[src/logic/ssi_pkg.sv]
// constants for the serial status and interrupt block
package ssi_pkg;
	// register indices; byte address is index times four
	localparam logic [7:0] SSI_IDX_RX_SYNC_DATA = 8'h00;
	localparam logic [7:0] SSI_IDX_TX_SYNC_DATA = 8'h01;
	localparam logic [7:0] SSI_IDX_STATUS = 8'h02;
	localparam logic [7:0] SSI_IDX_IRQ_SET = 8'h03;
	localparam logic [7:0] SSI_IDX_IRQ_CLR = 8'h04;
	localparam logic [7:0] SSI_IDX_IRQ_MASK = 8'h05;
	localparam logic [7:0] SSI_IDX_CTRL = 8'h06;
	// status / mask bit positions
	localparam int SSI_B_TX_HOLDING_FREE = 0;
	localparam int SSI_B_TX_ALL_SENT = 1;
	localparam int SSI_B_TX_COUNT_DONE = 2;
	localparam int SSI_B_TX_COUNTERS_ZERO = 3;
	localparam int SSI_B_RX_WORD_AVAILABLE = 4;
	localparam int SSI_B_RX_OVERFLOW = 5;
	localparam int SSI_B_RX_COUNT_DONE = 6;
	localparam int SSI_B_RX_COUNTERS_ZERO = 7;
	localparam int SSI_B_TX_FRAME_SYNC_SEEN = 10;
	localparam int SSI_B_RX_FRAME_SYNC_SEEN = 11;
	localparam int SSI_B_TRANSMITTER_ON = 16;
	localparam int SSI_B_RECEIVER_ON = 17;
	// bits that can interrupt
	localparam logic [31:0] SSI_IRQ_BITS = 32'h0000_0cff;
	// control register fields
	localparam int SSI_C_EDGE = 0;
	localparam int SSI_C_SDEN = 1;
	localparam int SSI_C_LEN_LO = 4;
	localparam int SSI_SYNC_W = 16;
	localparam logic [31:0] SSI_RESET_ZERO = 32'h0000_0000;
endpackage : ssi_pkg

[src/logic/ssi_status_irq.sv]
// status, interrupt mask and frame sync data registers of the serial controller
`timescale 1ns/1ps
`default_nettype none

// Behaviour
// - sync data registers hold 16 bits, right aligned, upper bits read zero
// - status bit 0 high when transmit holding register empty
// - status bit 1 high once all written data loaded and shifted out
// - bit 2 set when tx counter reaches zero; counter writes clear it
// - bit 3 high only when both tx counters are zero
// - bit 4 high when a received word sits in the holding register
// - bit 5 set on load over unread word; cleared by status read
// - bit 6 set when rx counter reaches zero; counter writes clear it
// - bit 7 high only when both rx counters are zero
// - bit 10 set on transmit frame sync; status read clears it
// - bit 11 set on receive frame sync; status read clears it
// - bits 16 and 17 show transmitter and receiver enabled
// - writing one to enable register sets matching mask bit if that bit can interrupt
// - writing one to disable register clears matching mask bit
// - mask register reads enabled sources; writes ignored
// - edge select bit: zero rising, one falling edge sets tx sync flag
// - with sync data on, shift tx sync word out during frame sync
module ssi_status_irq
	import ssi_pkg::*;
(
	// clock and reset
	input wire logic clk_sys_i,
	input wire logic rst_i,
	// register port
	input wire logic [7:0] reg_addr_i,
	input wire logic [31:0] reg_wdata_i,
	input wire logic reg_wr_i,
	input wire logic reg_rd_i,
	output logic [31:0] reg_rdata_o,
	// state from the shift engines and transfer engine, same clock
	input wire logic tx_holding_full_i,
	input wire logic tx_shifting_i,
	input wire logic tx_count_zero_i,
	input wire logic tx_next_count_zero_i,
	input wire logic tx_count_write_i,
	input wire logic rx_holding_load_i,
	input wire logic rx_holding_read_i,
	input wire logic rx_count_zero_i,
	input wire logic rx_next_count_zero_i,
	input wire logic rx_count_write_i,
	input wire logic rx_sync_event_i,
	input wire logic transmitter_on_i,
	input wire logic receiver_on_i,
	// link pins, outside this clock domain
	input wire logic tx_clk_i,
	input wire logic tx_frame_sync_i,
	// sync data output
	output logic tx_sync_data_o,
	output logic tx_sync_data_oe_o,
	// interrupt
	output logic irq_o
);
	// register file
	logic [SSI_SYNC_W-1:0] rx_sync_word_ff;
	logic [SSI_SYNC_W-1:0] tx_sync_word_ff;
	logic [31:0] mask_ff;
	logic [31:0] rdata_ff;
	logic [7:0] ctrl_ff;
	// event flags
	logic tx_count_done_ff;
	logic rx_count_done_ff;
	logic rx_overflow_ff;
	logic rx_word_available_ff;
	logic tx_fs_seen_ff;
	logic rx_fs_seen_ff;
	// last seen counter state, for the reach-zero edge
	logic tx_zero_q_ff;
	logic rx_zero_q_ff;
	// link pin synchronisers and edge history
	logic [1:0] fs_sync_ff;
	logic [1:0] ck_sync_ff;
	logic fs_prev_ff;
	logic ck_prev_ff;
	// sync word shifter
	logic [4:0] bit_cnt_ff;
	logic sd_ff;
	logic sd_oe_ff;

	// register decodes, one strobe at a time from the bus
	wire logic wr_rx_sd = reg_wr_i && reg_addr_i == SSI_IDX_RX_SYNC_DATA;
	wire logic wr_tx_sd = reg_wr_i && reg_addr_i == SSI_IDX_TX_SYNC_DATA;
	wire logic wr_set = reg_wr_i && reg_addr_i == SSI_IDX_IRQ_SET;
	wire logic wr_clr = reg_wr_i && reg_addr_i == SSI_IDX_IRQ_CLR;
	wire logic wr_ctrl = reg_wr_i && reg_addr_i == SSI_IDX_CTRL;
	wire logic rd_stat = reg_rd_i && reg_addr_i == SSI_IDX_STATUS;

	// synchronised link pins
	wire logic fs_s = fs_sync_ff[1];
	wire logic ck_s = ck_sync_ff[1];
	wire logic fs_rise = fs_s && !fs_prev_ff;
	wire logic fs_fall = !fs_s && fs_prev_ff;
	wire logic tx_fs_evt = ctrl_ff[SSI_C_EDGE] ? fs_fall : fs_rise;
	wire logic ck_fall = !ck_s && ck_prev_ff;

	// control fields
	wire logic sd_en = ctrl_ff[SSI_C_SDEN];
	wire logic [3:0] sync_length = ctrl_ff[SSI_C_LEN_LO +: 4];

	// status bits that follow the engines directly
	wire logic tx_holding_free = !tx_holding_full_i;
	wire logic tx_all_sent = !tx_holding_full_i && !tx_shifting_i;
	wire logic tx_counters_zero = tx_count_zero_i && tx_next_count_zero_i;
	wire logic rx_counters_zero = rx_count_zero_i && rx_next_count_zero_i;

	logic [31:0] status;
	always_comb begin
		status = SSI_RESET_ZERO;
		// transmit side
		status[SSI_B_TX_HOLDING_FREE] = tx_holding_free;
		status[SSI_B_TX_ALL_SENT] = tx_all_sent;
		status[SSI_B_TX_COUNT_DONE] = tx_count_done_ff;
		status[SSI_B_TX_COUNTERS_ZERO] = tx_counters_zero;
		// receive side
		status[SSI_B_RX_WORD_AVAILABLE] = rx_word_available_ff;
		status[SSI_B_RX_OVERFLOW] = rx_overflow_ff;
		status[SSI_B_RX_COUNT_DONE] = rx_count_done_ff;
		status[SSI_B_RX_COUNTERS_ZERO] = rx_counters_zero;
		// frame sync events and engine enables
		status[SSI_B_TX_FRAME_SYNC_SEEN] = tx_fs_seen_ff;
		status[SSI_B_RX_FRAME_SYNC_SEEN] = rx_fs_seen_ff;
		status[SSI_B_TRANSMITTER_ON] = transmitter_on_i;
		status[SSI_B_RECEIVER_ON] = receiver_on_i;
	end

	// read views; reserved upper bits read zero
	wire logic [31:0] rx_sync_view = {16'h0000, rx_sync_word_ff};
	wire logic [31:0] tx_sync_view = {16'h0000, tx_sync_word_ff};
	wire logic [31:0] ctrl_view = {24'h000000, ctrl_ff};

	// unmapped and write-only indices read zero
	logic [31:0] rd_mux;
	always_comb begin
		unique case (reg_addr_i)
			SSI_IDX_RX_SYNC_DATA: rd_mux = rx_sync_view;
			SSI_IDX_TX_SYNC_DATA: rd_mux = tx_sync_view;
			SSI_IDX_STATUS: rd_mux = status;
			SSI_IDX_IRQ_MASK: rd_mux = mask_ff;
			SSI_IDX_CTRL: rd_mux = ctrl_view;
			default: rd_mux = SSI_RESET_ZERO;
		endcase
	end

	// read data stand one cycle only, zero otherwise
	always_ff @(posedge clk_sys_i) begin
		if (rst_i) begin
			rdata_ff <= SSI_RESET_ZERO;
		end else if (reg_rd_i) begin
			rdata_ff <= rd_mux;
		end else begin
			rdata_ff <= SSI_RESET_ZERO;
		end
	end

	// receive sync word; only the low half is kept
	always_ff @(posedge clk_sys_i) begin
		if (rst_i) begin
			rx_sync_word_ff <= 16'h0000;
		end else if (wr_rx_sd) begin
			rx_sync_word_ff <= reg_wdata_i[SSI_SYNC_W-1:0];
		end
	end

	// transmit sync word; a write during a frame shows up from the next bit on
	always_ff @(posedge clk_sys_i) begin
		if (rst_i) begin
			tx_sync_word_ff <= 16'h0000;
		end else if (wr_tx_sd) begin
			tx_sync_word_ff <= reg_wdata_i[SSI_SYNC_W-1:0];
		end
	end

	// control: edge select, sync data enable, sync length
	always_ff @(posedge clk_sys_i) begin
		if (rst_i) begin
			ctrl_ff <= 8'h00;
		end else if (wr_ctrl) begin
			ctrl_ff <= reg_wdata_i[7:0];
		end
	end

	// mask: set register wins over clear register only if both touched, which cannot happen
	// writes to the view index reach neither branch
	always_ff @(posedge clk_sys_i) begin
		if (rst_i) begin
			mask_ff <= SSI_RESET_ZERO;
		end else if (wr_set) begin
			mask_ff <= mask_ff | (reg_wdata_i & SSI_IRQ_BITS);
		end else if (wr_clr) begin
			mask_ff <= mask_ff & ~reg_wdata_i;
		end
	end

	// count done flags: reaching zero is the falling-into-zero edge
	// a counter write in the same cycle wins, so a reload never shows a stale flag
	wire logic tx_reach = tx_count_zero_i && !tx_zero_q_ff;
	wire logic rx_reach = rx_count_zero_i && !rx_zero_q_ff;

	// zero history resets high so counters idle at zero raise no flag
	always_ff @(posedge clk_sys_i) begin
		if (rst_i) begin
			tx_zero_q_ff <= 1'b1;
		end else begin
			tx_zero_q_ff <= tx_count_zero_i;
		end
	end

	always_ff @(posedge clk_sys_i) begin
		if (rst_i) begin
			rx_zero_q_ff <= 1'b1;
		end else begin
			rx_zero_q_ff <= rx_count_zero_i;
		end
	end

	// transmit end of count
	always_ff @(posedge clk_sys_i) begin
		if (rst_i) begin
			tx_count_done_ff <= 1'b0;
		end else if (tx_count_write_i) begin
			tx_count_done_ff <= 1'b0;
		end else if (tx_reach) begin
			tx_count_done_ff <= 1'b1;
		end
	end

	// receive end of count
	always_ff @(posedge clk_sys_i) begin
		if (rst_i) begin
			rx_count_done_ff <= 1'b0;
		end else if (rx_count_write_i) begin
			rx_count_done_ff <= 1'b0;
		end else if (rx_reach) begin
			rx_count_done_ff <= 1'b1;
		end
	end

	// read-cleared flags: a new event in the read cycle survives the read
	// a received word: the load pulse wins over a read of the holding register
	always_ff @(posedge clk_sys_i) begin
		if (rst_i) begin
			rx_word_available_ff <= 1'b0;
		end else if (rx_holding_load_i) begin
			rx_word_available_ff <= 1'b1;
		end else if (rx_holding_read_i) begin
			rx_word_available_ff <= 1'b0;
		end
	end

	// overflow: a load over an unread word, unless it is read in that same cycle
	wire logic rx_load_over_unread = rx_holding_load_i && rx_word_available_ff && !rx_holding_read_i;
	always_ff @(posedge clk_sys_i) begin
		if (rst_i) begin
			rx_overflow_ff <= 1'b0;
		end else if (rx_load_over_unread) begin
			rx_overflow_ff <= 1'b1;
		end else if (rd_stat) begin
			rx_overflow_ff <= 1'b0;
		end
	end

	// transmit frame sync, edge chosen by the control register
	always_ff @(posedge clk_sys_i) begin
		if (rst_i) begin
			tx_fs_seen_ff <= 1'b0;
		end else if (tx_fs_evt) begin
			tx_fs_seen_ff <= 1'b1;
		end else if (rd_stat) begin
			tx_fs_seen_ff <= 1'b0;
		end
	end

	// receive frame sync, reported by the receive engine
	always_ff @(posedge clk_sys_i) begin
		if (rst_i) begin
			rx_fs_seen_ff <= 1'b0;
		end else if (rx_sync_event_i) begin
			rx_fs_seen_ff <= 1'b1;
		end else if (rd_stat) begin
			rx_fs_seen_ff <= 1'b0;
		end
	end

	// link pins: two flops before use; only the second stage feeds logic
	always_ff @(posedge clk_sys_i) begin
		if (rst_i) begin
			fs_sync_ff <= 2'b00;
		end else begin
			fs_sync_ff <= {fs_sync_ff[0], tx_frame_sync_i};
		end
	end

	always_ff @(posedge clk_sys_i) begin
		if (rst_i) begin
			ck_sync_ff <= 2'b00;
		end else begin
			ck_sync_ff <= {ck_sync_ff[0], tx_clk_i};
		end
	end

	// edge history, taken from the second stage
	always_ff @(posedge clk_sys_i) begin
		if (rst_i) begin
			fs_prev_ff <= 1'b0;
		end else begin
			fs_prev_ff <= fs_s;
		end
	end

	always_ff @(posedge clk_sys_i) begin
		if (rst_i) begin
			ck_prev_ff <= 1'b0;
		end else begin
			ck_prev_ff <= ck_s;
		end
	end

	// sync word shifter: lsb first, one bit per falling transmit clock, sync_length+1 bits
	// the link clock is seen three system clocks late, so it must be several times slower
	wire logic shift_idle = !sd_en || !fs_s;
	wire logic shift_step = ck_fall && bit_cnt_ff <= {1'b0, sync_length};
	wire logic [4:0] nxt_bit_cnt = bit_cnt_ff + 5'h01;
	wire logic tx_sync_bit = tx_sync_word_ff[bit_cnt_ff[3:0]];

	// bit position within the sync word
	always_ff @(posedge clk_sys_i) begin
		if (rst_i) begin
			bit_cnt_ff <= 5'h00;
		end else if (shift_idle) begin
			bit_cnt_ff <= 5'h00;
		end else if (shift_step) begin
			bit_cnt_ff <= nxt_bit_cnt;
		end
	end

	// data bit, held between link clock edges
	always_ff @(posedge clk_sys_i) begin
		if (rst_i) begin
			sd_ff <= 1'b0;
		end else if (shift_idle) begin
			sd_ff <= 1'b0;
		end else if (shift_step) begin
			sd_ff <= tx_sync_bit;
		end
	end

	// line is driven from the first bit until frame sync drops or sync data is turned off
	always_ff @(posedge clk_sys_i) begin
		if (rst_i) begin
			sd_oe_ff <= 1'b0;
		end else if (shift_idle) begin
			sd_oe_ff <= 1'b0;
		end else if (shift_step) begin
			sd_oe_ff <= 1'b1;
		end
	end

	// level interrupt: any pending flag whose mask bit is on
	wire logic [31:0] irq_pending = status & mask_ff & SSI_IRQ_BITS;

	assign reg_rdata_o = rdata_ff;
	assign tx_sync_data_o = sd_ff;
	assign tx_sync_data_oe_o = sd_oe_ff;
	assign irq_o = |irq_pending;
endmodule // ssi_status_irq

`default_nettype wire

[config.mk]
export PLATFORM = sky130hd
export DESIGN_NAME = ssi_status_irq
export DESIGN_NICKNAME = d
export VERILOG_FILES = /design/src/logic/ssi_pkg.sv /design/src/logic/ssi_status_irq.sv
export SDC_FILE = /design/constraint.sdc
export NUM_CORES = 1
export LEC_CHECK = 0
export BUFFER_PORTS_ARGS = -buffer_cell sky130_fd_sc_hd__buf_2
export CORE_MARGIN = 3
export CORE_UTILIZATION = 40
export CTS_CLUSTER_SIZE = 8
export DETAILED_ROUTE_END_ITERATION = 8
export GPL_TIMING_DRIVEN = 0
export PLACE_DENSITY = 0.62
export SETUP_SLACK_MARGIN = 0.1
export SLEW_MARGIN = 20
export SYNTH_ARGS = -nofsm -noshare
export SYNTH_HDL_FRONTEND = slang
export SYNTH_SLANG_ARGS = --single-unit
[constraint.sdc]
create_clock -name clk_sys_i -period 2.4 [get_ports clk_sys_i]
set_input_delay 0.24 -clock clk_sys_i [delete_from_list [all_inputs] [get_ports clk_sys_i]]
set_output_delay 0.24 -clock clk_sys_i [all_outputs]
set_load 0.005 [all_outputs]
Yosys cells after proc, flatten, opt, wreduce, memory -nomap -nowiden
Index checks and enable logic that the tools add are counted.
{"block": "word_totals", "input_bits": 59, "regBits": 125}
{"block": "classes", "n_eq_ne": 6, "n_reduce_logical": 38, "n_mux": 12, "add_sub_neg": 1, "order_cmp": 2, "n_bitwise": 5}
{"operator": "$pmux 32 s5", "count": 1}
{"operator": "$mux 32", "count": 2}
{"operator": "$and 32x32->32", "count": 1}
{"operator": "$not 32->32", "count": 1}
{"operator": "$or 32x12->32", "count": 1}
{"operator": "$eq 8x3->1 const B", "count": 3}
{"operator": "$logic_and 1x1->1", "count": 17}
{"operator": "$eq 8x2->1 const B", "count": 2}
{"operator": "$and 12x12->12", "count": 1}
{"operator": "$reduce_bool 2->1", "count": 5}
{"operator": "$reduce_or 10->1", "count": 1}
{"operator": "$logic_not 1->1", "count": 9}
{"operator": "$eq 8x1->1 const B", "count": 1}
{"operator": "$logic_not 8->1", "count": 1}
{"operator": "$mux 1", "count": 8}
{"operator": "$reduce_or 2->1", "count": 4}
{"operator": "$add 5x1->5 const B", "count": 1}
{"operator": "$le 5x4->1", "count": 1}
{"operator": "$lt 4x5->1 const B", "count": 1}
{"operator": "$bmux 1 s4", "count": 1}
{"operator": "$logic_or 1x1->1", "count": 1}
{"operator": "$not 1->1", "count": 1}

Logic depth before layout (Yosys ltp)
{"block": "logic_depth", "ltp_word": 4, "depth_mapped": 7, "mapped_depth_nobuf": 7}

Worst setup path before layout
Ideal clock, no wire load.
{"block": "synth_path", "path_type": "register -> register", "from": "reg ctrl_ff[6]", "to": "reg bit_cnt_ff[3]", "path_buffers": 0, "path_slack_ns": 0.458, "setup_ns": 0.070, "arrival_ns": 1.872, "stages_incl_launch_ff": 8, "path_cell_list": "dfxtp_1 > inv_1 > ha_1 > and4b_1 > o32ai_1 > nand3_1 > or3_1 > a21oi_1"}
{"block": "synth_via", "elab_chain_cells": 2}
{"element": "start, declared", "line_no": "ssi_status_irq.sv:63", "source": "logic [7:0] ctrl_ff;"}
{"element": "start signal, assigned", "line_no": "ssi_status_irq.sv:182", "source": "ctrl_ff <= reg_wdata_i[7:0];"}
{"element": "$le 5x4->1", "line_no": "ssi_status_irq.sv:325", "source": "wire logic shift_step = ck_fall && bit_cnt_ff <= {1'b0, sync_length};"}
{"element": "$logic_and 1x1->1", "line_no": "ssi_status_irq.sv:325"}
{"element": "end signal, assigned", "line_no": "ssi_status_irq.sv:336", "source": "bit_cnt_ff <= nxt_bit_cnt;"}
{"element": "end, declared", "line_no": "ssi_status_irq.sv:80", "source": "logic [4:0] bit_cnt_ff;"}
No other way between the ends.
A chain may end at the register's enable or synchronous reset.

Worst setup path in the final report
Same ends and word-level chain as after synthesis.

==> metrics.txt <==
relative max-transition margin=0.5369; CP endpoint kind=register; PD cells=777.0 mW/mm^2; final worst path period need=2.071 ns; Final Max Slew Viols=0; Initial Util=0.4195; TritonCTS buffer count=17; DR vias=4198; Worst EP arrival=2.42 ns; initial antenna violation count=0; worst endpoint required time=2.75 ns; Die Width=116.6 um; Clock Path Buffers=2; worst path bufs/invs=1; Clock transition at path regs=0.06 ns; post-synthesis cell count=492; most frequent cells in the layout=dfxtp_1 (124), buf_2 (98), nor2_1 (74), mux2i_1 (50), a21oi_1 (37); Clock Skew=0.01080 ns; area growth from synthesis to layout=29.26%; Post-synth EDFFs=0; Mean Syn Cell Area=9.943 um^2; core footprint=0.01166 mm^2; pin count of the biggest net entering global routing=17; slew of the pin with the lowest slew margin=0.6946 ns; drt drc=0; CP max FO=6; depth of the CTS H-tree=4; GP Congestion=0.8732; Vias/cell=5.417; Clock Latency Late Sink=0.42 ns; Ant. Diodes=0; proportion of layout cells with a drive suffix above 1=0.2373; slowest CP cell=or3_1; CP peak stage delay=0.39 ns; WL per Instance=17.76 um; RSZ-0062 raised after global routing=no; leading area contributor after synthesis=dfxtp_1; leak pwr=2.776 nW; vias in the first global route=4089; Startpoint Class=register; setup ws final=0.3288 ns; TritonCTS clock tree=done; IO Port Bufs=92; Die ar.=0.01359 mm^2; I/O Pins=94; worst path cell trace=inv_1 -> ha_1 -> and4b_1 -> o32ai_2 -> nand3_2 -> or3_1 -> a21oi_1; endpoints failing setup=0; Tcrit/Tclk final=0.8630; most common cell after layout, fill and taps aside=dfxtp_1; f_max=0.4828 GHz; Post-synth ARST share=0; VDD IR max=0.5172 mV; status=completed; post-route core utilization=0.5422; worst hold margin=0.01323 ns; post-synth cell types=50; setup tns final=0 ns; Setup Crit Path Kind=reg -> reg; syn nets=556; max-cap violations=0; register area share after synthesis=0.5115; die height=116.6 um; top cell type's share of synthesized area=0.5115; predominant post-synthesis flop cell=dfxtp_1; clock sink total=125; DP Cell Count=727; Hold Vio Cnt, Final=0; Layout Nets=683; Tot GR Track Use=0.2076; mapped cell area=0.004892 mm^2; Warnings, synthesis=0; iteration count of the initial detailed-routing pass=5; gr ovfl total=0; Antenna Violating Nets Remaining=0; dpl ws=-0.07127 ns; delay-heaviest family, CP=simple AND/OR/NAND/NOR gates; Area contributors post-synth=dfxtp_1 (51%), mux2i_1 (10%), nor2_1 (5.7%); Min-Delay Path Class=in -> reg; routed wire length=13.76 mm; first-pass GRT wire length=21.32 mm; fin cells=775; Core Rows=39; Iter 0 DRT Violations=237; Yosys reg bits=125; Root Buffer=clkbuf_16; DP Wirelength=9.764 mm
==> final timing paths <==
| check | from | to | slack, ns | cells past startpoint |
|---|---|---|---|---|
| setup reg to reg | ctrl_ff[6] | bit_cnt_ff[3] | 0.33 | 7 |
| hold / removal | reg_wdata_i[17] | mask_ff[17] | 0.01 | 2 |
| hold reg to reg | mask_ff[21] | mask_ff[21] | 0.44 | 2 |
| setup / recovery | ctrl_ff[6] | bit_cnt_ff[3] | 0.33 | 7 |
==> repair_timing <==
item | in CTS | in global routing
hold endpoints to repair | 16 | 0
resized for setup | 0 | 3
buffers inserted | 0 | 0
setup endpoints to repair | 0 | 1
hold buffers | 16 | 0
==> report_power, final <==
part | switching, W | total, W | internal (W)
clock network | 0.000930 | 0.00262 | 0.00169
logic | 0.000114 | 0.000199 | 0.0000853
registers | 0.00000789 | 0.00210 | 0.00209
==> cells in the mapped netlist (8+ instances only) <==
cell	instances
a22o_1	12
nor2_1	74
inv_1	8
a21oi_1	37
dfxtp_1	125
a22oi_1	11
nand2b_1	23
nand2_1	10
nor2b_1	11
a211oi_1	12
clkbuf_1	21
and2_1	18
mux2i_1	50
==> metrics by stage <==
stage          power, W  instance area [um^2]
4_1_cts        0.004942                  6310
3_3_place_gp   0.002315                  5532
2_1_floorplan  0.002211                  4892
5_1_grt        0.005053                  6324
6_report       0.004914                  6324
3_5_place_dp   0.002317                  5532
==> cell families after synthesis <==
kind of cell / share of synthesized area
xor gates and xnor gates: 0.003581
DFF: 0.5115
buffers and inverters: 0.03530
AOI/OAI and AO/OA: 0.1414
and+or+nand+nor: 0.1701
adders and majority gates: 0.01279
muxes: 0.1253
==> layout make-up <==
cell class,count,area [um^2]
clock buffer,19,452.9
inverter,8,30.03
tap,143,178.9
buffer,32,142.6
timing repair buffer,108,620.6
sequential,125,2504
clock inverter,13,165.2
multi-input combinational,327,2230
fill,1044,5339
==> routing by layer <==
metal / part of all wire / routed length, um / global-route usage
met4: 0.012 / 163 / 0.05963
met1: 0.44 / 6043 / 0.2699
met2: 0.47 / 6520 / 0.3349
met3: 0.075 / 1036 / 0.06373
met5: 0 / 0 / 0
==> state kept, by name, indices dropped and copies added (netlist names), 2 cells and up, named ones only <==
signal,cells
bit_cnt_ff,5
ck_sync_ff,2
ctrl_ff,8
fs_sync_ff,2
mask_ff,22
reg_rdata_o,32
rx_sync_word_ff,16
tx_sync_word_ff,16
==> worst register-to-register path, delay by kind of cell, from the launching register on <==
family / cells / cell delay, ns
simple gates: 3 / 0.86
buf+inv: 1 / 0.05
fa+ha+maj: 1 / 0.32
flops: 1 / 0.36
compound gates: 2 / 0.42
Power figures use the tool's default switching activity.
